File: src/bce_cfg.svh
`ifndef BCE_CFG_SVH
`define BCE_CFG_SVH

// APB byte addresses of the register words.
`define BCE_ADDR_W            12
`define BCE_ADDR_INSN         12'h000
`define BCE_ADDR_CTRL         12'h004
`define BCE_ADDR_STATUS       12'h008
`define BCE_ADDR_COUNT        12'h00c

// Field positions inside the condition word.
`define BCE_MASK_LSB          0
`define BCE_MASK_MSB          3
`define BCE_STATE_LSB         4
`define BCE_STATE_MSB         7
`define BCE_SEL_LSB           8
`define BCE_SEL_MSB           9
`define BCE_INSN_W            10

// Bit positions of the four conditions in a flag condition field.
`define BCE_FLAG_ZERO         3
`define BCE_FLAG_NEG          2
`define BCE_FLAG_OVF          1
`define BCE_FLAG_CARRY        0

// Control word fields.
`define BCE_CTRL_CORE_EN      0

// Status word fields.
`define BCE_STAT_COND_MET     0
`define BCE_STAT_SEL_MET      1
`define BCE_STAT_FLAG_MET     2
`define BCE_STAT_IO_LEVEL     3
`define BCE_STAT_FLAGS_LSB    4
`define BCE_STAT_FLAGS_MSB    7

// Reset values.
`define BCE_RST_INSN          10'h300
`define BCE_RST_CTRL          1'h1
`define BCE_COUNT_W           16

`endif

File: src/bce_pkg.sv
package bce_pkg;

   // Meaning of the two-bit branch condition select field.
   typedef enum logic [1:0] {
      BCE_SEL_IO_LOW   = 2'h0,
      BCE_SEL_TEST_SET = 2'h1,
      BCE_SEL_TEST_CLR = 2'h2,
      BCE_SEL_NONE     = 2'h3
   } bce_cond_sel_type;

   // One flag condition field: zero, negative, overflow, carry from msb down.
   typedef logic [3:0] bce_flag_field_type;

endpackage

File: src/bce_cond_eval.sv
`timescale 1ns/1ps
`include "bce_cfg.svh"

// Purely combinational evaluator of one condition word against a snapshot.
module bce_cond_eval #(
   parameter int RESULT_W = 32
) (
   input  wire logic                          [1:0] i_sel,
   input  wire bce_pkg::bce_flag_field_type         i_mask,
   input  wire bce_pkg::bce_flag_field_type         i_state,
   input  wire logic                   [RESULT_W-1:0] i_result,
   input  wire logic                                i_overflow,
   input  wire logic                                i_carry,
   input  wire logic                                i_test_flag,
   input  wire logic                                i_io_level,
   output logic                                     o_sel_met,
   output logic                                     o_flag_met,
   output logic                                     o_cond_met,
   output bce_pkg::bce_flag_field_type              o_flags
);

   // Builds the live flag condition field from the result register, overflow and carry.
   function automatic bce_pkg::bce_flag_field_type flag_states(
      input logic [RESULT_W-1:0] result,
      input logic                ovf,
      input logic                carry
   );
      bce_pkg::bce_flag_field_type f;
      f = 4'h0;
      f[`BCE_FLAG_ZERO]  = (result == '0);      // [RULE2]
      f[`BCE_FLAG_NEG]   = result[RESULT_W-1];  // [RULE2]
      f[`BCE_FLAG_OVF]   = ovf;                 // [RULE2]
      f[`BCE_FLAG_CARRY] = carry;               // [RULE2]
      return f;
   endfunction

   bce_pkg::bce_flag_field_type hits;   // Tested conditions that match.

   // Select field decode; the io input is active low.
   always_comb begin
      case (bce_pkg::bce_cond_sel_type'(i_sel))
         bce_pkg::BCE_SEL_IO_LOW:   o_sel_met = ~i_io_level;   // [RULE1]
         bce_pkg::BCE_SEL_TEST_SET: o_sel_met = i_test_flag;   // [RULE1]
         bce_pkg::BCE_SEL_TEST_CLR: o_sel_met = ~i_test_flag;  // [RULE1]
         bce_pkg::BCE_SEL_NONE:     o_sel_met = 1'b1;          // [RULE1]
         default:                   o_sel_met = 1'b1;
      endcase
   end

   // Flag field test. A state bit matches when it equals the live flag;
   // the mask picks the tested ones and any surviving bit meets it.
   // A zero mask tests nothing, so that part does not block the outcome.
   always_comb begin
      o_flags    = flag_states(i_result, i_overflow, i_carry);
      hits       = i_mask & ~(i_state ^ o_flags);         // [RULE3] [RULE4] [RULE5] [RULE6]
      o_flag_met = (i_mask == 4'h0) ? 1'b1 : (|hits);     // [RULE5]
      o_cond_met = o_sel_met & o_flag_met;
   end

endmodule

File: src/bce_branch_cond.sv
// What this block does
// (RULE1) Select field picks io-low, flag set, flag clear, none.
// (RULE2) Flag field holds zero, negative, overflow, carry.
// (RULE3) Low four bits mask which conditions are tested.
// (RULE4) Bits four to seven give required states.
// (RULE5) Mask AND matches; any set bit means met.
// (RULE6) Greater-or-equal uses zero, negative mask; zero state.
//
// Our own choices: register access over APB and the register offsets.
`timescale 1ns/1ps
`include "bce_cfg.svh"

module bce_branch_cond #(
   parameter int RESULT_W = 32,           // Width of the result register.
   parameter int COUNT_W  = `BCE_COUNT_W  // Width of the met counter.
) (
   input  wire logic                  i_clk,
   input  wire logic                  i_rst_n,
   // Instruction decode side of the core.
   input  wire logic                  i_insn_valid,
   input  wire logic [`BCE_INSN_W-1:0] i_insn,
   input  wire logic   [RESULT_W-1:0] i_result_register,
   input  wire logic                  i_overflow,
   input  wire logic                  i_carry,
   input  wire logic                  i_test_control_flag,
   // Asynchronous pin, active low branch request.
   input  wire logic                  i_io_branch_input,
   // APB slave.
   input  wire logic                  i_psel,
   input  wire logic                  i_penable,
   input  wire logic                  i_pwrite,
   input  wire logic [`BCE_ADDR_W-1:0] i_paddr,
   input  wire logic           [31:0] i_pwdata,
   output logic                       o_pready,
   output logic               [31:0] o_prdata,
   output logic                       o_pslverr,
   // Outcome towards the branch unit.
   output logic                       o_eval_valid,
   output logic                       o_cond_met
);

   // Three-stage capture of the io pin.
   logic io_sync1_ff;                   // First stage, only feeds the second.
   logic io_sync2_ff;                   // Second stage.
   logic io_sync3_ff;                   // Third stage.
   logic io_level_ff;                   // Accepted pin level.

   // Register file.
   logic [`BCE_INSN_W-1:0] insn_reg_ff; // Software condition word.
   logic                   core_en_ff;  // Core instructions are evaluated.
   logic     [COUNT_W-1:0] count_ff;    // Number of met evaluations.

   // Evaluation pipeline.
   logic                   req_ff;      // Snapshot holds a pending request.
   logic [`BCE_INSN_W-1:0] snap_insn_ff;
   logic    [RESULT_W-1:0] snap_result_ff;
   logic                   snap_ovf_ff;
   logic                   snap_carry_ff;
   logic                   snap_test_ff;
   logic                   snap_io_ff;

   // Outcome of the last evaluation, kept for status reads.
   logic                   sel_met_ff;
   logic                   flag_met_ff;
   bce_pkg::bce_flag_field_type flags_ff;

   // APB signals.
   logic                   setup;       // Setup phase of a transfer.
   logic                   access;      // Access edge at which a transfer ends.
   logic                   wr_insn;     // Write to the condition word.
   logic                   wr_ctrl;     // Write to the control word.
   logic                   wr_count;    // Write clears the counter.
   logic                   core_req;    // Accepted core request.
   logic                   nxt_req;     // A request is taken this cycle.
   logic [`BCE_INSN_W-1:0] nxt_insn;    // Word that the request evaluates.
   logic            [31:0] nxt_prdata;  // Read data for the coming access.
   logic                   nxt_pslverr; // Unmapped address flag.

   // Evaluator answers.
   logic                   ev_sel_met;
   logic                   ev_flag_met;
   logic                   ev_cond_met;
   bce_pkg::bce_flag_field_type ev_flags;

   // True when an address hits one of the four register words.
   function automatic logic addr_mapped(input logic [`BCE_ADDR_W-1:0] a);
      return (a == `BCE_ADDR_INSN) || (a == `BCE_ADDR_CTRL) ||
             (a == `BCE_ADDR_STATUS) || (a == `BCE_ADDR_COUNT);
   endfunction

   // The pin passes three flops; only the second reads the first.
   always_ff @(posedge i_clk) begin
      if (!i_rst_n) begin
         io_sync1_ff <= 1'b1;
         io_sync2_ff <= 1'b1;
         io_sync3_ff <= 1'b1;
      end else begin
         io_sync1_ff <= i_io_branch_input;
         io_sync2_ff <= io_sync1_ff;
         io_sync3_ff <= io_sync2_ff;
      end
   end

   // A change is accepted only once the last two stages agree, which
   // filters a pin that is still settling. Idle level is high.
   always_ff @(posedge i_clk) begin
      if (!i_rst_n) begin
         io_level_ff <= 1'b1;
      end else if (io_sync2_ff == io_sync3_ff) begin
         io_level_ff <= io_sync3_ff;
      end
   end

   // Bus phase decode. The slave never inserts wait states, so every
   // access phase completes at its first edge.
   always_comb begin
      setup    = i_psel & ~i_penable;
      access   = i_psel & i_penable & o_pready;
      wr_insn  = access & i_pwrite & (i_paddr == `BCE_ADDR_INSN);
      wr_ctrl  = access & i_pwrite & (i_paddr == `BCE_ADDR_CTRL);
      wr_count = access & i_pwrite & (i_paddr == `BCE_ADDR_COUNT);
   end

   // Ready rises for the access phase and falls right after it.
   always_ff @(posedge i_clk) begin
      if (!i_rst_n) begin
         o_pready <= 1'b0;
      end else begin
         o_pready <= setup;
      end
   end

   // Read data and the error answer are prepared during setup so that
   // both come straight from flops in the access phase.
   always_comb begin
      nxt_prdata  = 32'h0000_0000;
      nxt_pslverr = ~addr_mapped(i_paddr);
      if (!i_pwrite) begin
         case (i_paddr)
            `BCE_ADDR_INSN: begin
               nxt_prdata[`BCE_INSN_W-1:0] = insn_reg_ff;
            end
            `BCE_ADDR_CTRL: begin
               nxt_prdata[`BCE_CTRL_CORE_EN] = core_en_ff;
            end
            `BCE_ADDR_STATUS: begin
               nxt_prdata[`BCE_STAT_COND_MET] = o_cond_met;
               nxt_prdata[`BCE_STAT_SEL_MET]  = sel_met_ff;
               nxt_prdata[`BCE_STAT_FLAG_MET] = flag_met_ff;
               nxt_prdata[`BCE_STAT_IO_LEVEL] = io_level_ff;
               nxt_prdata[`BCE_STAT_FLAGS_MSB:`BCE_STAT_FLAGS_LSB] = flags_ff;
            end
            `BCE_ADDR_COUNT: begin
               nxt_prdata[COUNT_W-1:0] = count_ff;
            end
            default: begin
               nxt_prdata = 32'h0000_0000;
            end
         endcase
      end
   end

   // Read data register; it holds between transfers, while the error flag clears at the access edge.
   always_ff @(posedge i_clk) begin
      if (!i_rst_n) begin
         o_prdata  <= 32'h0000_0000;
         o_pslverr <= 1'b0;
      end else if (setup) begin
         o_prdata  <= nxt_prdata;
         o_pslverr <= nxt_pslverr;
      end else if (access) begin
         o_pslverr <= 1'b0;
      end
   end

   // Software condition word; only the low ten bits are stored.
   always_ff @(posedge i_clk) begin
      if (!i_rst_n) begin
         insn_reg_ff <= `BCE_RST_INSN;
      end else if (wr_insn) begin
         insn_reg_ff <= i_pwdata[`BCE_INSN_W-1:0];
      end
   end

   // Control word: gates the core's own request path.
   always_ff @(posedge i_clk) begin
      if (!i_rst_n) begin
         core_en_ff <= `BCE_RST_CTRL;
      end else if (wr_ctrl) begin
         core_en_ff <= i_pwdata[`BCE_CTRL_CORE_EN];
      end
   end

   // Request source. The core wins over a software write in the same
   // cycle because a stalled branch costs more than a retried probe;
   // the written word is still stored, but only for read-back; it is never evaluated.
   always_comb begin
      core_req = i_insn_valid & core_en_ff;
      nxt_req  = core_req | wr_insn;
      nxt_insn = core_req ? i_insn : i_pwdata[`BCE_INSN_W-1:0];
   end

   // Snapshot of the word and the live conditions at the request edge,
   // so that a flag moving in the next cycle cannot skew the outcome.
   always_ff @(posedge i_clk) begin
      if (!i_rst_n) begin
         snap_insn_ff   <= `BCE_RST_INSN;
         snap_result_ff <= '0;
         snap_ovf_ff    <= 1'b0;
         snap_carry_ff  <= 1'b0;
         snap_test_ff   <= 1'b0;
         snap_io_ff     <= 1'b1;
      end else if (nxt_req) begin
         snap_insn_ff   <= nxt_insn;
         snap_result_ff <= i_result_register;
         snap_ovf_ff    <= i_overflow;
         snap_carry_ff  <= i_carry;
         snap_test_ff   <= i_test_control_flag;
         snap_io_ff     <= io_level_ff;
      end
   end

   // Marks the cycle in which the snapshot is fresh.
   always_ff @(posedge i_clk) begin
      if (!i_rst_n) begin
         req_ff <= 1'b0;
      end else begin
         req_ff <= nxt_req;
      end
   end

   // Condition evaluator on the snapshot.
   bce_cond_eval #(
      .RESULT_W (RESULT_W)
   ) u_eval (
      .i_sel       (snap_insn_ff[`BCE_SEL_MSB:`BCE_SEL_LSB]),     // [RULE1]
      .i_mask      (snap_insn_ff[`BCE_MASK_MSB:`BCE_MASK_LSB]),   // [RULE3]
      .i_state     (snap_insn_ff[`BCE_STATE_MSB:`BCE_STATE_LSB]), // [RULE4]
      .i_result    (snap_result_ff),
      .i_overflow  (snap_ovf_ff),
      .i_carry     (snap_carry_ff),
      .i_test_flag (snap_test_ff),
      .i_io_level  (snap_io_ff),
      .o_sel_met   (ev_sel_met),
      .o_flag_met  (ev_flag_met),
      .o_cond_met  (ev_cond_met),
      .o_flags     (ev_flags)
   );

   // Outcome registers; the level holds until the next evaluation.
   always_ff @(posedge i_clk) begin
      if (!i_rst_n) begin
         o_cond_met  <= 1'b0;
         sel_met_ff  <= 1'b0;
         flag_met_ff <= 1'b0;
         flags_ff    <= 4'h0;
      end else if (req_ff) begin
         o_cond_met  <= ev_cond_met;   // [RULE5] [RULE6]
         sel_met_ff  <= ev_sel_met;
         flag_met_ff <= ev_flag_met;
         flags_ff    <= ev_flags;
      end
   end

   // One-cycle strobe that the outcome just changed hands.
   always_ff @(posedge i_clk) begin
      if (!i_rst_n) begin
         o_eval_valid <= 1'b0;
      end else begin
         o_eval_valid <= req_ff;
      end
   end

   // Met counter. A clear and a met result in the same cycle leave one,
   // so no event is lost; it saturates rather than wrapping to zero.
   always_ff @(posedge i_clk) begin
      if (!i_rst_n) begin
         count_ff <= '0;
      end else if (wr_count) begin
         count_ff <= (req_ff && ev_cond_met) ? COUNT_W'(1) : '0;
      end else if (req_ff && ev_cond_met && (count_ff != '1)) begin
         count_ff <= count_ff + COUNT_W'(1);
      end
   end

endmodule

File: config.mk
export PLATFORM = sky130hd
export DESIGN_NAME = bce_branch_cond
export DESIGN_NICKNAME = d
export VERILOG_FILES = /design/src/bce_pkg.sv /design/src/bce_cond_eval.sv /design/src/bce_branch_cond.sv
export VERILOG_INCLUDE_DIRS = /design/src
export SDC_FILE = /design/constraint.sdc
export NUM_CORES = 1
export LEC_CHECK = 0
export ABC_AREA = 0
export BUFFER_PORTS_ARGS = -buffer_cell sky130_fd_sc_hd__buf_2
export CAP_MARGIN = 10
export CORE_MARGIN = 1
export CORE_UTILIZATION = 45
export DETAILED_ROUTE_END_ITERATION = 8
export HOLD_SLACK_MARGIN = 0.03
export PLACE_DENSITY = 0.72
export SYNTH_ARGS = -nofsm -noshare
export SYNTH_HDL_FRONTEND = slang
export SYNTH_SLANG_ARGS = --single-unit
File: constraint.sdc
create_clock -name i_clk -period 3.8 [get_ports i_clk]
set_input_delay 0.19 -clock i_clk [delete_from_list [all_inputs] [get_ports i_clk]]
set_output_delay 0.19 -clock i_clk [all_outputs]
set_load 0.005 [all_outputs]
# ---- Word level (Yosys, flattened, before mapping)
# Cells that the tools add are included.
dict set report op_classes {
  addsub 1
  eq_ne 8
  n_mux 13
  n_bitwise 17
  n_reduce_logical 12
}
# cell n
set op_table {}
lappend op_table {{16-bit two-way mux} 3}
lappend op_table {{32-bit zero test} 1}
lappend op_table {{12-bit by 4-bit equality test with 1-bit output (second input constant)} 2}
lappend op_table {{7-bit one-hot mux with 3 select lines} 1}
lappend op_table {{16-bit by 1-bit adder with 16-bit output (second input constant)} 1}
lappend op_table {{16-bit != test (second input constant)} 1}
lappend op_table {{12-bit by 3-bit equality test with 1-bit output (second input constant)} 1}
lappend op_table {{12-bit zero test} 1}
lappend op_table {{10-bit two-way mux} 1}
lappend op_table {{1-bit bitwise AND} 9}
lappend op_table {{1-bit one-hot mux with 4 select lines} 2}
lappend op_table {{6-bit two-way mux} 1}
lappend op_table {{4-bit bitwise AND} 1}
lappend op_table {{2-bit equality test (second input constant)} 2}
lappend op_table {{4-bit zero test} 1}
lappend op_table {{1-bit two-way mux} 4}
lappend op_table {{1-bit inverter} 4}
lappend op_table {{4-bit inverter} 1}
lappend op_table {{2-bit one-hot mux with 2 select lines} 1}
lappend op_table {{2-bit nonzero test} 2}
lappend op_table {{4-bit OR reduction} 1}
lappend op_table {{4-bit XOR} 1}
lappend op_table {{1-bit logical OR} 3}
lappend op_table {{2-bit by 1-bit equality test with 1-bit output (second input constant)} 1}
lappend op_table {{4 further kinds} 5}
dict set report totals {
  regBits 120
  input_bits 96
  out_inout_bits 36
}

# ---- Depth between registers and ports, before layout
# Gate-level depths: netlist of the first run.
dict set report depth {
  word_depth 11
  mapped_depth 9
  ltp_nobuf 7
}

# ---- Hierarchy
# A second synthesis of the first run with hierarchy kept.
dict set report hier_totals {
  hier_cells 547
  hier_area_um2 4834.6
}
# mod instances cells_per_inst area_each_um2 seq_area_each_um2
set modules_own_cells {}
lappend modules_own_cells {bce_branch_cond 1 516 4603.2 2082.0}
lappend modules_own_cells {bce_cond_eval 1 31 231.5 0.0}

# ---- Worst setup path after synthesis of the first run
# Ideal clock, no wire load.
dict set report synth_path {
  path_type {reg-to-reg}
  startpoint {reg snap_result_ff[16]}
  endpoint {reg count_ff[13]}
  setup_time_ns 0.070
  t_arrival_ns 2.188
  setup_slack_ns 1.541
  stages_incl_launch_ff 9
  synth_period_minus_slack_ns 2.259
  cell_sequence {dfxtp_1 > nor4_1 > nand4_1 > or4_1 > and3b_1 > buf_6 > buf_6 > or4_1 > a21oi_1}
}
dict set report synth_between {
  elab_chain_len 10
}
# element line_no
set synth_lines {}
lappend synth_lines {{start: declaration} bce_branch_cond.sv:56} ;# logic [RESULT_W-1:0] snap_result_ff;
lappend synth_lines {{start signal: assignment} bce_branch_cond.sv:215} ;# snap_result_ff <= i_result_register;
lappend synth_lines {{32-bit zero test} bce_cond_eval.sv:30} ;# f[`BCE_FLAG_ZERO] = (result == '0);
lappend synth_lines {{4-bit XOR} bce_cond_eval.sv:55} ;# hits = i_mask & ~(i_state ^ o_flags);
lappend synth_lines {{4-bit inverter} bce_cond_eval.sv:55}
lappend synth_lines {{4-bit bitwise AND} bce_cond_eval.sv:55}
lappend synth_lines {{4-bit OR reduction} bce_cond_eval.sv:56} ;# o_flag_met = (i_mask == 4'h0) ? 1'b1 : (|hits);
lappend synth_lines {{1-bit two-way mux} bce_cond_eval.sv:56}
lappend synth_lines {{1-bit bitwise AND} bce_cond_eval.sv:57} ;# o_cond_met = o_sel_met & o_flag_met;
lappend synth_lines {{1-bit logical AND (2 in series)} bce_branch_cond.sv:281} ;# end else if (req_ff && ev_cond_met && (count_ff != '1)) begin
lappend synth_lines {{2-bit nonzero test (no line)} n/a}
lappend synth_lines {{end signal: assignment} bce_branch_cond.sv:280} ;# count_ff <= (req_ff && ev_cond_met) ? COUNT_W'(1) : '0;
lappend synth_lines {{end signal: assignment} bce_branch_cond.sv:282} ;# count_ff <= count_ff + COUNT_W'(1);
lappend synth_lines {{end: declaration} bce_branch_cond.sv:51} ;# logic [COUNT_W-1:0] count_ff;
# Every way passes these cells.
# A chain may end at the register's enable or synchronous reset.

# ---- Final worst setup path of the first run
dict set report layout_path {
  startpoint {reg snap_result_ff[23]}
  endpoint {reg count_ff[15]}
}
# The elaborated chain is that of the path after synthesis.

==> results.py, run 1 <==
metrics = {
    "die": {
        "die_w_um": 101,
        "core_mm2": 0.00933,
        "dieHeight_um": 101,
        "ioPinCount": 132,
        "die_area_mm2": 0.0101,
        "initial_utilization": 0.469,
        "rows": 35,
    },
    "global_routing": {
        "grtUsageTotal": 0.204,
        "antenna_found_initial": 0,
        "grt_pass1_vias": 3484,
        "grt_pass1_wl_mm": 16.3,
        "grt_max_degree": 40,
        "grt_overflow": 0,
    },
    "worst_setup_path": {
        "crit_path_max_fanout": 33,
        "arrival_ns": 3.11,
        "crit_path_end_kind": "flip-flop",
        "r2r_setup_slack_ns": 0.99,
        "cp.required_ns": 4.09,
        "rr_worst_depth": 6,
        "r2r-end": "count_ff[15]",
        "r2r_start": "snap_result_ff[23]",
        "crit_type": "flip-flop to flip-flop",
        "start_kind": "flip-flop",
    },
    "logic_synthesis": {
        "synthXorXnorAreaFrac": 0.00800,
        "syn_area_mm2": 0.00438,
        "synth_area_leaders": "dfxtp_1 (48%), nand2_1 (11%), a21oi_1 (7.2%), a22oi_1 (2.9%), o21ai_0 (2.9%)",
        "netlist_instances": 539,
        "ys_seq_area_frac": 0.476,
        "synth.area.mux_share": 0.0352,
        "synth.distinct_cells": 43,
        "postSynth.asyncResetShare": 0,
        "postSynthAreaPerCell_um2": 8.12,
        "yosys_warnings": 0,
        "yosys.area.top_type": "dfxtp_1",
        "synth_simple_gate_area_share": 0.242,
        "ys_ff_latch": 104,
        "synth_fa_ha_area_frac": 0.00286,
        "synthFlopType": "dfxtp_1",
        "synth_compound_area_frac": 0.171,
        "synth_top_family_by_area": "simple AND/OR/NAND/NOR gates",
        "yosys.area.top_type_share": 0.476,
        "synth_edf_count": 0,
    },
    "clocking": {
        "clock_latency_ns": 0.37,
        "cts-root-buf": "clkbuf_8",
        "cts_tree": "built",
        "h-tree-depth": 3,
        "cts.clk_slew.worst_paths_ns": 0.11,
        "clk_path_buf_depth": 2,
        "numCtsBuffers": 9,
        "cts-resized-gates": 0,
        "clkSinkCount": 104,
    },
    "route": {
        "viasPerCell": 5.29,
        "wl_met1_mm": 4.75,
        "wl_mm": 10.2,
        "dr_wl_met3_um": 631,
        "route.detailed.drc": 0,
        "wire_per_inst_um": 13.6,
        "wl_met2_mm": 4.69,
        "drt_iter0_drc": 225,
        "ant_nets": 0,
        "first_pass_iters": 5,
        "highest_layer": "met4",
        "vias": 3956,
    },
    "finish": {
        "fillers": 872,
        "regArea_mm2": 0.00208,
        "final_common_cell": "nand2_1",
        "final_net_count": 711,
        "final_cell_mix": "nand2_1 (127), dfxtp_1 (104), buf_2 (93), a21oi_1 (62), nor2_1 (28)",
        "antenna_cells": 0,
        "drive_gt1_frac": 0.195,
        "syn_to_final_growth_pct": 16.6,
        "multi_input_area_mm2": 0.00207,
    },
    "min_path": {
        "hold_depth": 3,
        "hold_end": "snap_result_ff[18]",
        "min_path_type": "input port to flip-flop",
        "hold_start": "i_result_register[18]",
    },
    "placement": {
        "port-buffer-count": 93,
        "gp_routability_congestion": 0.817,
        "place_hpwl_mm": 7.28,
    },
    "sta": {
        "rsz0062_at_grt": "no",
        "fin_crit_sh": 0.740,
        "fin_skew_ns": 0.0122,
        "final_hold_viol_count": 0,
        "min_period_ns": 2.81,
        "max_slew_margin": 0.340,
        "setup_viol": 0,
        "totalNegativeSetupSlack_ns": 0,
        "hold_ws_ns": 0.0492,
        "max_freq_mhz": 355,
        "worst_pin_slew_ns": 0.990,
        "final-max-slew-violation-count": 0,
    },
    "power": {
        "ir_drop_mv": 0.184,
        "p_leak_nw": 2.05,
        "power_density_mw_per_mm2": 424,
    },
    "outcome": {
        "outcome": "completed",
    },
    "flow_run": {
        "cap_violations": 0,
    },
}
==> worst max-delay path: stages (launching register included) <==
cell	delay [ns]
dfxtp_1	0.32
nor4_1	0.37
nand4_1	0.21
or4_1	0.52
and3b_1	0.51
or4_1	0.64
a21oi_1	0.16
==> area by class of cell <==
type,count,area share
timing repair buffer,101,0.103
sequential,104,0.408
inverter,3,0.00221
multi-input combinational,395,0.406
clock buffer,9,0.0243
clock inverter,7,0.0245
tap,129,0.0316
==> sequential cells by signal, summed over array words and instances, names as in the netlist, 4 cells and up <==
signal,cells
count_ff,16
flags_ff,4
insn_reg_ff,10
o_prdata,16
snap_insn_ff,10
snap_result_ff,32
==> layer usage <==
metal	global-route usage	vias to the layer above
li1	-	1993
met1	0.278	1825
met2	0.327	126
met3	0.0284	12
met4	0.0780	0
met5	0	-
==> where the power goes <==
group          internal, W  leakage [nW]  total, W  switching, W
Sequential         0.00113         0.849   0.00115     0.0000271
Clock             0.000446         0.125  0.000836      0.000390
Combinational    0.0000749          1.08  0.000176      0.000101
==> cell families after synthesis <==
| group | Yosys count |
|---|---|
| XOR/XNOR | 4 |
| flip-flops | 104 |
| other | 1 |
| AO/OA/AOI/OAI | 130 |
| multiplexers | 14 |
| AND/OR/NAND/NOR | 230 |
| adder cells (fa/ha/maj) | 1 |
| buffers and inverters | 55 |
==> through the flow <==
step	instances	utilization	area [µm²]	power (W)	setup WS (ns)
after global placement	731	0.520	4850	0.00135	1.11
after CTS	748	0.547	5100	0.00218	1.02
final	748	0.547	5100	0.00216	0.986
after global routing	748	0.547	5100	0.00225	0.770
after floorplan	554	-	4430	0.00130	1.54
after detailed placement	731	0.520	4850	0.00135	1.08
==> synth_stat cells (all sizes together), types with 2 or more instances <==
cell    number
inv          2
nand2b       8
nor3         3
and3         8
nand2      127
a22oi       17
and2         4
nor3b        2
o31ai        6
xnor2        4
mux2i       12
buf         20
nand4        7
o21ai       26
nor2        28
dfxtp      104
a31oi        8
nand3       11
or4          9
a21oi       63
nor4        13
clkbuf      32
or3          6
o211ai       3
and4         2
==> what timing repair did <==
action / 4_1_cts / 5_1_grt
setup buffers: 0 / 0
hold buffers: 1 / 0
hold endpoints to repair: 1 / 0
==> worst max path at each step <==
stage | from | endpoint | slack, ns | cells past startpoint
3_5_place_dp | snap_result_ff[23] | count_ff[10] | 1.08 | 6
2_1_floorplan | snap_result_ff[16] | count_ff[13] | 1.54 | 8
6_report | snap_result_ff[23] | count_ff[15] | 0.99 | 6
3_3_place_gp | snap_result_ff[31] | count_ff[14] | 1.11 | 6
5_1_grt | snap_result_ff[16] | count_ff[15] | 0.77 | 6
4_1_cts | snap_result_ff[23] | count_ff[15] | 1.02 | 6
(Power assumes the default switching activity.)
==> run 2, diff against run 1 <==
- ABC_AREA: 0 -> 1
- clock period: 3.8 -> 2.8 ns (I/O delays scaled with it)
==> results.py, run 2 <==
metrics = {
    "clocking": {
        "numCtsBuffers": 9,
        "post_cts_buffers": 0,
        "h-tree-depth": 3,
        "clkSinkCount": 104,
        "cts-root-buf": "clkbuf_8",
        "clk_path_buf_depth": 2,
        "cts_tree": "built",
        "clock_latency_ns": 0.39,
        "cts.clk_slew.worst_paths_ns": 0.11,
    },
    "sta": {
        "final-max-slew-violation-count": 0,
        "max_freq_mhz": 460,
        "setup_viol": 0,
        "final_hold_viol_count": 0,
        "min_period_ns": 2.17,
        "worst_pin_slew_ns": 0.817,
        "fin_skew_ns": 0.0157,
        "hold_ws_ns": 0.0389,
        "max_slew_margin": 0.455,
        "rsz0062_at_grt": "no",
        "fin_crit_sh": 0.776,
        "totalNegativeSetupSlack_ns": 0,
    },
    "logic_synthesis": {
        "synth.most_common_cell": "nor2_1",
        "yosys_warnings": 0,
        "postSynthAreaPerCell_um2": 7.13,
        "synthFlopType": "dfxtp_1",
        "synth_common_cells": "nor2_1 (131), nand2_1 (123), dfxtp_1 (104), a21oi_1 (51), inv_1 (46)",
        "syn_area_mm2": 0.00468,
        "synth_area_leaders": "dfxtp_1 (45%), nor2_1 (11%), nand2_1 (9.9%), a21oi_1 (5.5%), o21ai_0 (4.4%)",
        "netlist_instances": 656,
        "synth.distinct_cells": 40,
        "yosys.area.top_type_share": 0.445,
        "ys_ff_latch": 104,
        "ys_seq_area_frac": 0.445,
        "synth_edf_count": 0,
        "yosys.area.top_type": "dfxtp_1",
        "postSynth.asyncResetShare": 0,
    },
    "global_routing": {
        "grtUsageTotal": 0.236,
        "grt_max_degree": 50,
        "grt_overflow": 0,
        "antenna_found_initial": 0,
        "grt_pass1_vias": 4470,
        "grt_pass1_wl_mm": 20.8,
    },
    "finish": {
        "drive_gt1_frac": 0.175,
        "reg.largest.list": "snap_result_ff (32), count_ff (16), o_prdata (16)",
        "antenna_cells": 0,
        "largest_register_ffs": 32,
        "final_net_count": 881,
        "final_cell_mix": "nor2_1 (131), nand2_1 (123), dfxtp_1 (104), buf_2 (93), a21oi_1 (51)",
        "syn_to_final_growth_pct": 25.3,
        "top_register": "snap_result_ff",
        "final_common_cell": "nor2_1",
    },
    "die": {
        "ioPinCount": 132,
        "core_mm2": 0.00991,
        "die_w_um": 104,
        "rows": 36,
        "die_area_mm2": 0.0108,
        "initial_utilization": 0.472,
        "dieHeight_um": 104,
    },
    "worst_setup_path": {
        "start_kind": "flip-flop",
        "r2r_setup_slack_ns": 0.63,
        "arrival_ns": 2.41,
        "r2r-end": "count_ff[5]",
        "r2r_start": "snap_result_ff[16]",
        "rr_worst_depth": 12,
        "crit_path_max_fanout": 13,
        "cp.required_ns": 3.04,
        "crit_path_end_kind": "flip-flop",
        "crit_type": "flip-flop to flip-flop",
    },
    "placement": {
        "port-buffer-count": 93,
        "place_hpwl_mm": 8.29,
        "gp_routability_congestion": 0.893,
    },
    "power": {
        "power_density_mw_per_mm2": 495,
        "ir_drop_mv": 0.390,
        "p_leak_nw": 2.57,
    },
    "outcome": {
        "outcome": "completed",
    },
    "min_path": {
        "min_path_type": "input port to flip-flop",
        "hold_start": "i_insn[7]",
        "hold_end": "snap_insn_ff[7]",
        "hold_depth": 3,
    },
    "route": {
        "drt_iter0_drc": 200,
        "first_pass_iters": 5,
        "wl_mm": 12.2,
        "vias": 4665,
        "wire_per_inst_um": 13.3,
        "viasPerCell": 5.06,
        "route.detailed.drc": 0,
        "ant_nets": 0,
    },
    "flow_run": {
        "cap_violations": 0,
    },
}
==> run 2: worst max path at each step <==
stage	from	to	slack, ns	depth (start not counted)
global placement	snap_result_ff[16]	count_ff[8]	0.72	12
finish	snap_result_ff[16]	count_ff[5]	0.63	12
CTS	snap_result_ff[16]	count_ff[5]	0.62	12
global route	snap_result_ff[16]	count_ff[11]	0.36	11
floorplan	count_ff[0]	count_ff[13]	1.20	11
detailed placement	snap_result_ff[16]	count_ff[5]	0.65	12
==> run 2: power breakdown <==
part | switching, W | internal, W
combinational | 0.000180 | 0.000147
sequential | 0.0000342 | 0.00154
clock | 0.000568 | 0.000433
==> run 2: area by class of cell <==
type                       count  area [µm²]
clock inverter                 7        90.1
clock buffer                   9         124
sequential                   104        2080
timing repair buffer         147         993
tap                          133         166
inverter                      54         203
fill                         946        4050
multi-input combinational    468        2200
==> run 2: what timing repair did <==
item                                   in CTS  in global routing
endpoints found under the hold margin      48                  1
hold buffers                               48                  1
resized for setup                           0                  0
==> run 2: critical path, stage by stage, from the launching register on <==
cell and delay [ns]:
dfxtp_1 0.32, nor2_1 0.12, nand2_1 0.06, nor2_1 0.14, nand2_1 0.08, nor2_1 0.18
nand2_1 0.08, nand3_1 0.10, nand2_1 0.31, nand3_2 0.28, nand2_1 0.18, nand2_1 0.10
a21oi_1 0.06
==> run 2: stage by stage <==
stage,total power (W),utilization,cell area (µm²),cells,setup slack (ns)
2_1_floorplan,0.00178,-,4730,671,1.20
3_3_place_gp,0.00186,0.520,5150,857,0.724
3_5_place_dp,0.00187,0.520,5150,857,0.650
4_1_cts,0.00291,0.590,5850,921,0.619
5_1_grt,0.00304,0.591,5860,922,0.359
6_report,0.00290,0.591,5860,922,0.627
==> run 2: routing by layer <==
layer  track usage  vias to the layer above  share of wire
li1              -                     2360              -
met3        0.0564                       19          0.045
met1         0.282                     2162           0.43
met2         0.425                      124           0.51
met4        0.0541                        0          0.017
met5             0                        -              0
==> run 2: cells by family (layout without fill, tap and decap cells) <==
logic type / count (synthesis) / count (layout) / synth area share
compound gates: 121 / 121 / 0.146
fa+ha+maj: 1 / 1 / 0.00268
buf+inv: 99 / 217 / 0.0966
flops: 104 / 104 / 0.445
other cells: 1 / 16 / 0.000802
simple gates: 327 / 327 / 0.303
xor+xnor: 3 / 3 / 0.00562
==> run 3, diff against run 2 <==
- ABC_AREA: 1 -> 0
- PLACE_DENSITY: 0.72 -> 0.75
- clock period: 2.8 -> 1.9 ns (I/O delays scaled with it)
==> results.py, run 3 (synthesis gave the netlist of run 1 again) <==
metrics = {
    "finish": {
        "final_net_count": 803,
        "drive_gt1_frac": 0.267,
        "fillers": 738,
        "reg.largest.list": "snap_result_ff (32), count_ff (16), o_prdata (16)",
        "antenna_cells": 0,
        "final_cell_mix": "nand2_1 (126), dfxtp_1 (101), buf_2 (93), a21oi_1 (55), dlygate4sd3_1 (52)",
        "post-route-cell-area_mm2": 0.00612,
        "top_register": "snap_result_ff",
        "syn_to_final_growth_pct": 39.9,
        "final_common_cell": "nand2_1",
        "largest_register_ffs": 32,
    },
    "worst_setup_path": {
        "start_kind": "flip-flop",
        "cp.required_ns": 2.22,
        "crit_type": "flip-flop to flip-flop",
        "arrival_ns": 2.63,
        "crit_family": "simple AND/OR/NAND/NOR gates",
        "worst_path_largest_cell_delay_ns": 0.52,
        "crit_path_max_fanout": 14,
        "path_cells": "nor4_4, nand4_1, or4_4, and3b_2, buf_6, or4_1, o21ai_1",
        "crit_slowest_cell": "or4_4",
        "path_buf_inv": 1,
        "crit_path_end_kind": "flip-flop",
    },
    "flow_run": {
        "cap_violations": 0,
    },
    "sta": {
        "final-max-slew-violation-count": 0,
        "max_slew_margin": 0.660,
        "setup_slack_ns": -0.414,
        "final_hold_viol_count": 0,
        "totalNegativeSetupSlack_ns": -5.84,
        "hold_ws_ns": 0.0469,
        "worst_pin_slew_ns": 0.509,
        "max_freq_mhz": 432,
        "setup_viol": 17,
        "fin_crit_sh": 1.22,
        "rsz0062_at_grt": "yes",
        "min_period_ns": 2.31,
        "fin_skew_ns": 0.0138,
    },
    "placement": {
        "preCtsSetupSlack_ns": -0.559,
        "dpl-instance-area_mm2": 0.00515,
        "gp_routability_congestion": 0.829,
        "port-buffer-count": 93,
        "place_hpwl_mm": 7.86,
    },
    "global_routing": {
        "grt_overflow": 0,
        "antenna_found_initial": 0,
        "grt_pass1_wl_mm": 19.8,
        "grt_pass1_vias": 4383,
        "grtUsageTotal": 0.247,
        "grt_max_degree": 50,
    },
    "clocking": {
        "cts_tree": "built",
        "cts-root-buf": "clkbuf_8",
        "h-tree-depth": 3,
        "clkSinkCount": 104,
        "clk_path_buf_depth": 2,
        "clock_latency_ns": 0.38,
        "numCtsBuffers": 9,
        "cts.clk_slew.worst_paths_ns": 0.11,
    },
    "die": {
        "initial_utilization": 0.469,
        "die_w_um": 101,
        "dieHeight_um": 101,
        "core_mm2": 0.00933,
        "ioPinCount": 132,
        "rows": 35,
        "die_area_mm2": 0.0101,
    },
    "route": {
        "first_pass_iters": 5,
        "vias": 4618,
        "wl_mm": 13.0,
        "drt_iter0_drc": 290,
        "route.detailed.drc": 0,
        "ant_nets": 0,
        "viasPerCell": 5.50,
        "wire_per_inst_um": 15.5,
    },
    "min_path": {
        "min_path_type": "input port to flip-flop",
    },
    "outcome": {
        "violations": "negative setup slack",
        "outcome": "finished with violations",
    },
    "power": {
        "power_density_mw_per_mm2": 709,
        "p_leak_nw": 2.51,
        "ir_drop_mv": 0.475,
    },
}
==> run 3: changes by cell type in the layout (fill, tap and decap cells not counted), sizes merged, moves of 8 or more <==
cell,change
or4,+9
nor4,+10
mux2i,+12
nand2b,+8
inv,-50
a21oi,+12
o21ai,-22
nand4,-9
buf,+40
nand3,-22
nor2,-107
a22oi,+17
==> run 3: stage by stage <==
step / instances / power (W) / utilization
6_report: 840 / 0.00434 / 0.656
5_1_grt: 840 / 0.00452 / 0.656
4_1_cts: 837 / 0.00430 / 0.637
3_5_place_dp: 765 / 0.00277 / 0.552
3_3_place_gp: 765 / 0.00275 / 0.552
2_1_floorplan: 554 / 0.00260 / -
==> run 3: path summary, 6_finish.rpt <==
| path | from | endpoint | slack, ns | cells after the start |
|---|---|---|---|---|
| worst max register to register | snap_result_ff[13] | count_ff[3] | -0.41 | 7 |
| worst min register to register | io_sync1_ff | io_sync2_ff | 0.46 | 1 |
| worst min-delay path | i_insn[0] | snap_insn_ff[0] | 0.05 | 3 |
| worst max-delay path | snap_result_ff[13] | count_ff[3] | -0.41 | 7 |
==> run 3: worst reg2reg max path: stages, from the launching register on <==
cell and delay (ns):
dfxtp_2 0.35, nor4_4 0.27, nand4_1 0.18, or4_4 0.52, and3b_2 0.28, buf_6 0.17, or4_1 0.40, o21ai_1 0.09
==> run 3: repair_timing <==
item,4_1_cts,5_1_grt
hold endpoints to repair,56,0
buffers inserted,3,0
gates cloned,1,3
hold buffers,52,0
endpoints found under the setup margin,17,51
resized for setup,8,27
pin swaps,9,7
==> run 3: cell type report <==
cell class                      instances  area [µm²]  area share
Clock inverter                          7        86.3      0.0141
Timing Repair Buffer                  192        1420       0.232
Multi-Input combinational cell        396        2230       0.365
Clock buffer                            9         124      0.0202
Sequential cell                       104        2090       0.341
Inverter                                3        11.3     0.00184
Tap cell                              129         161      0.0264
==> run 3: layer usage <==
| layer | track usage | vias to the layer above | part of all wire |
|---|---|---|---|
| li1 | - | 2186 | - |
| met1 | 0.299 | 2173 | 0.41 |
| met2 | 0.427 | 221 | 0.49 |
| met3 | 0.0513 | 38 | 0.071 |
| met4 | 0.103 | 0 | 0.024 |
| met5 | 0 | - | 0 |
==> run 3: power breakdown <==
part           switching, W  leakage (nW)  total [W]  internal, W
Combinational      0.000270          1.55   0.000569     0.000299
Sequential        0.0000544         0.850    0.00231      0.00225
Clock              0.000822         0.104    0.00146     0.000640
Total               0.00115          2.51    0.00434      0.00319
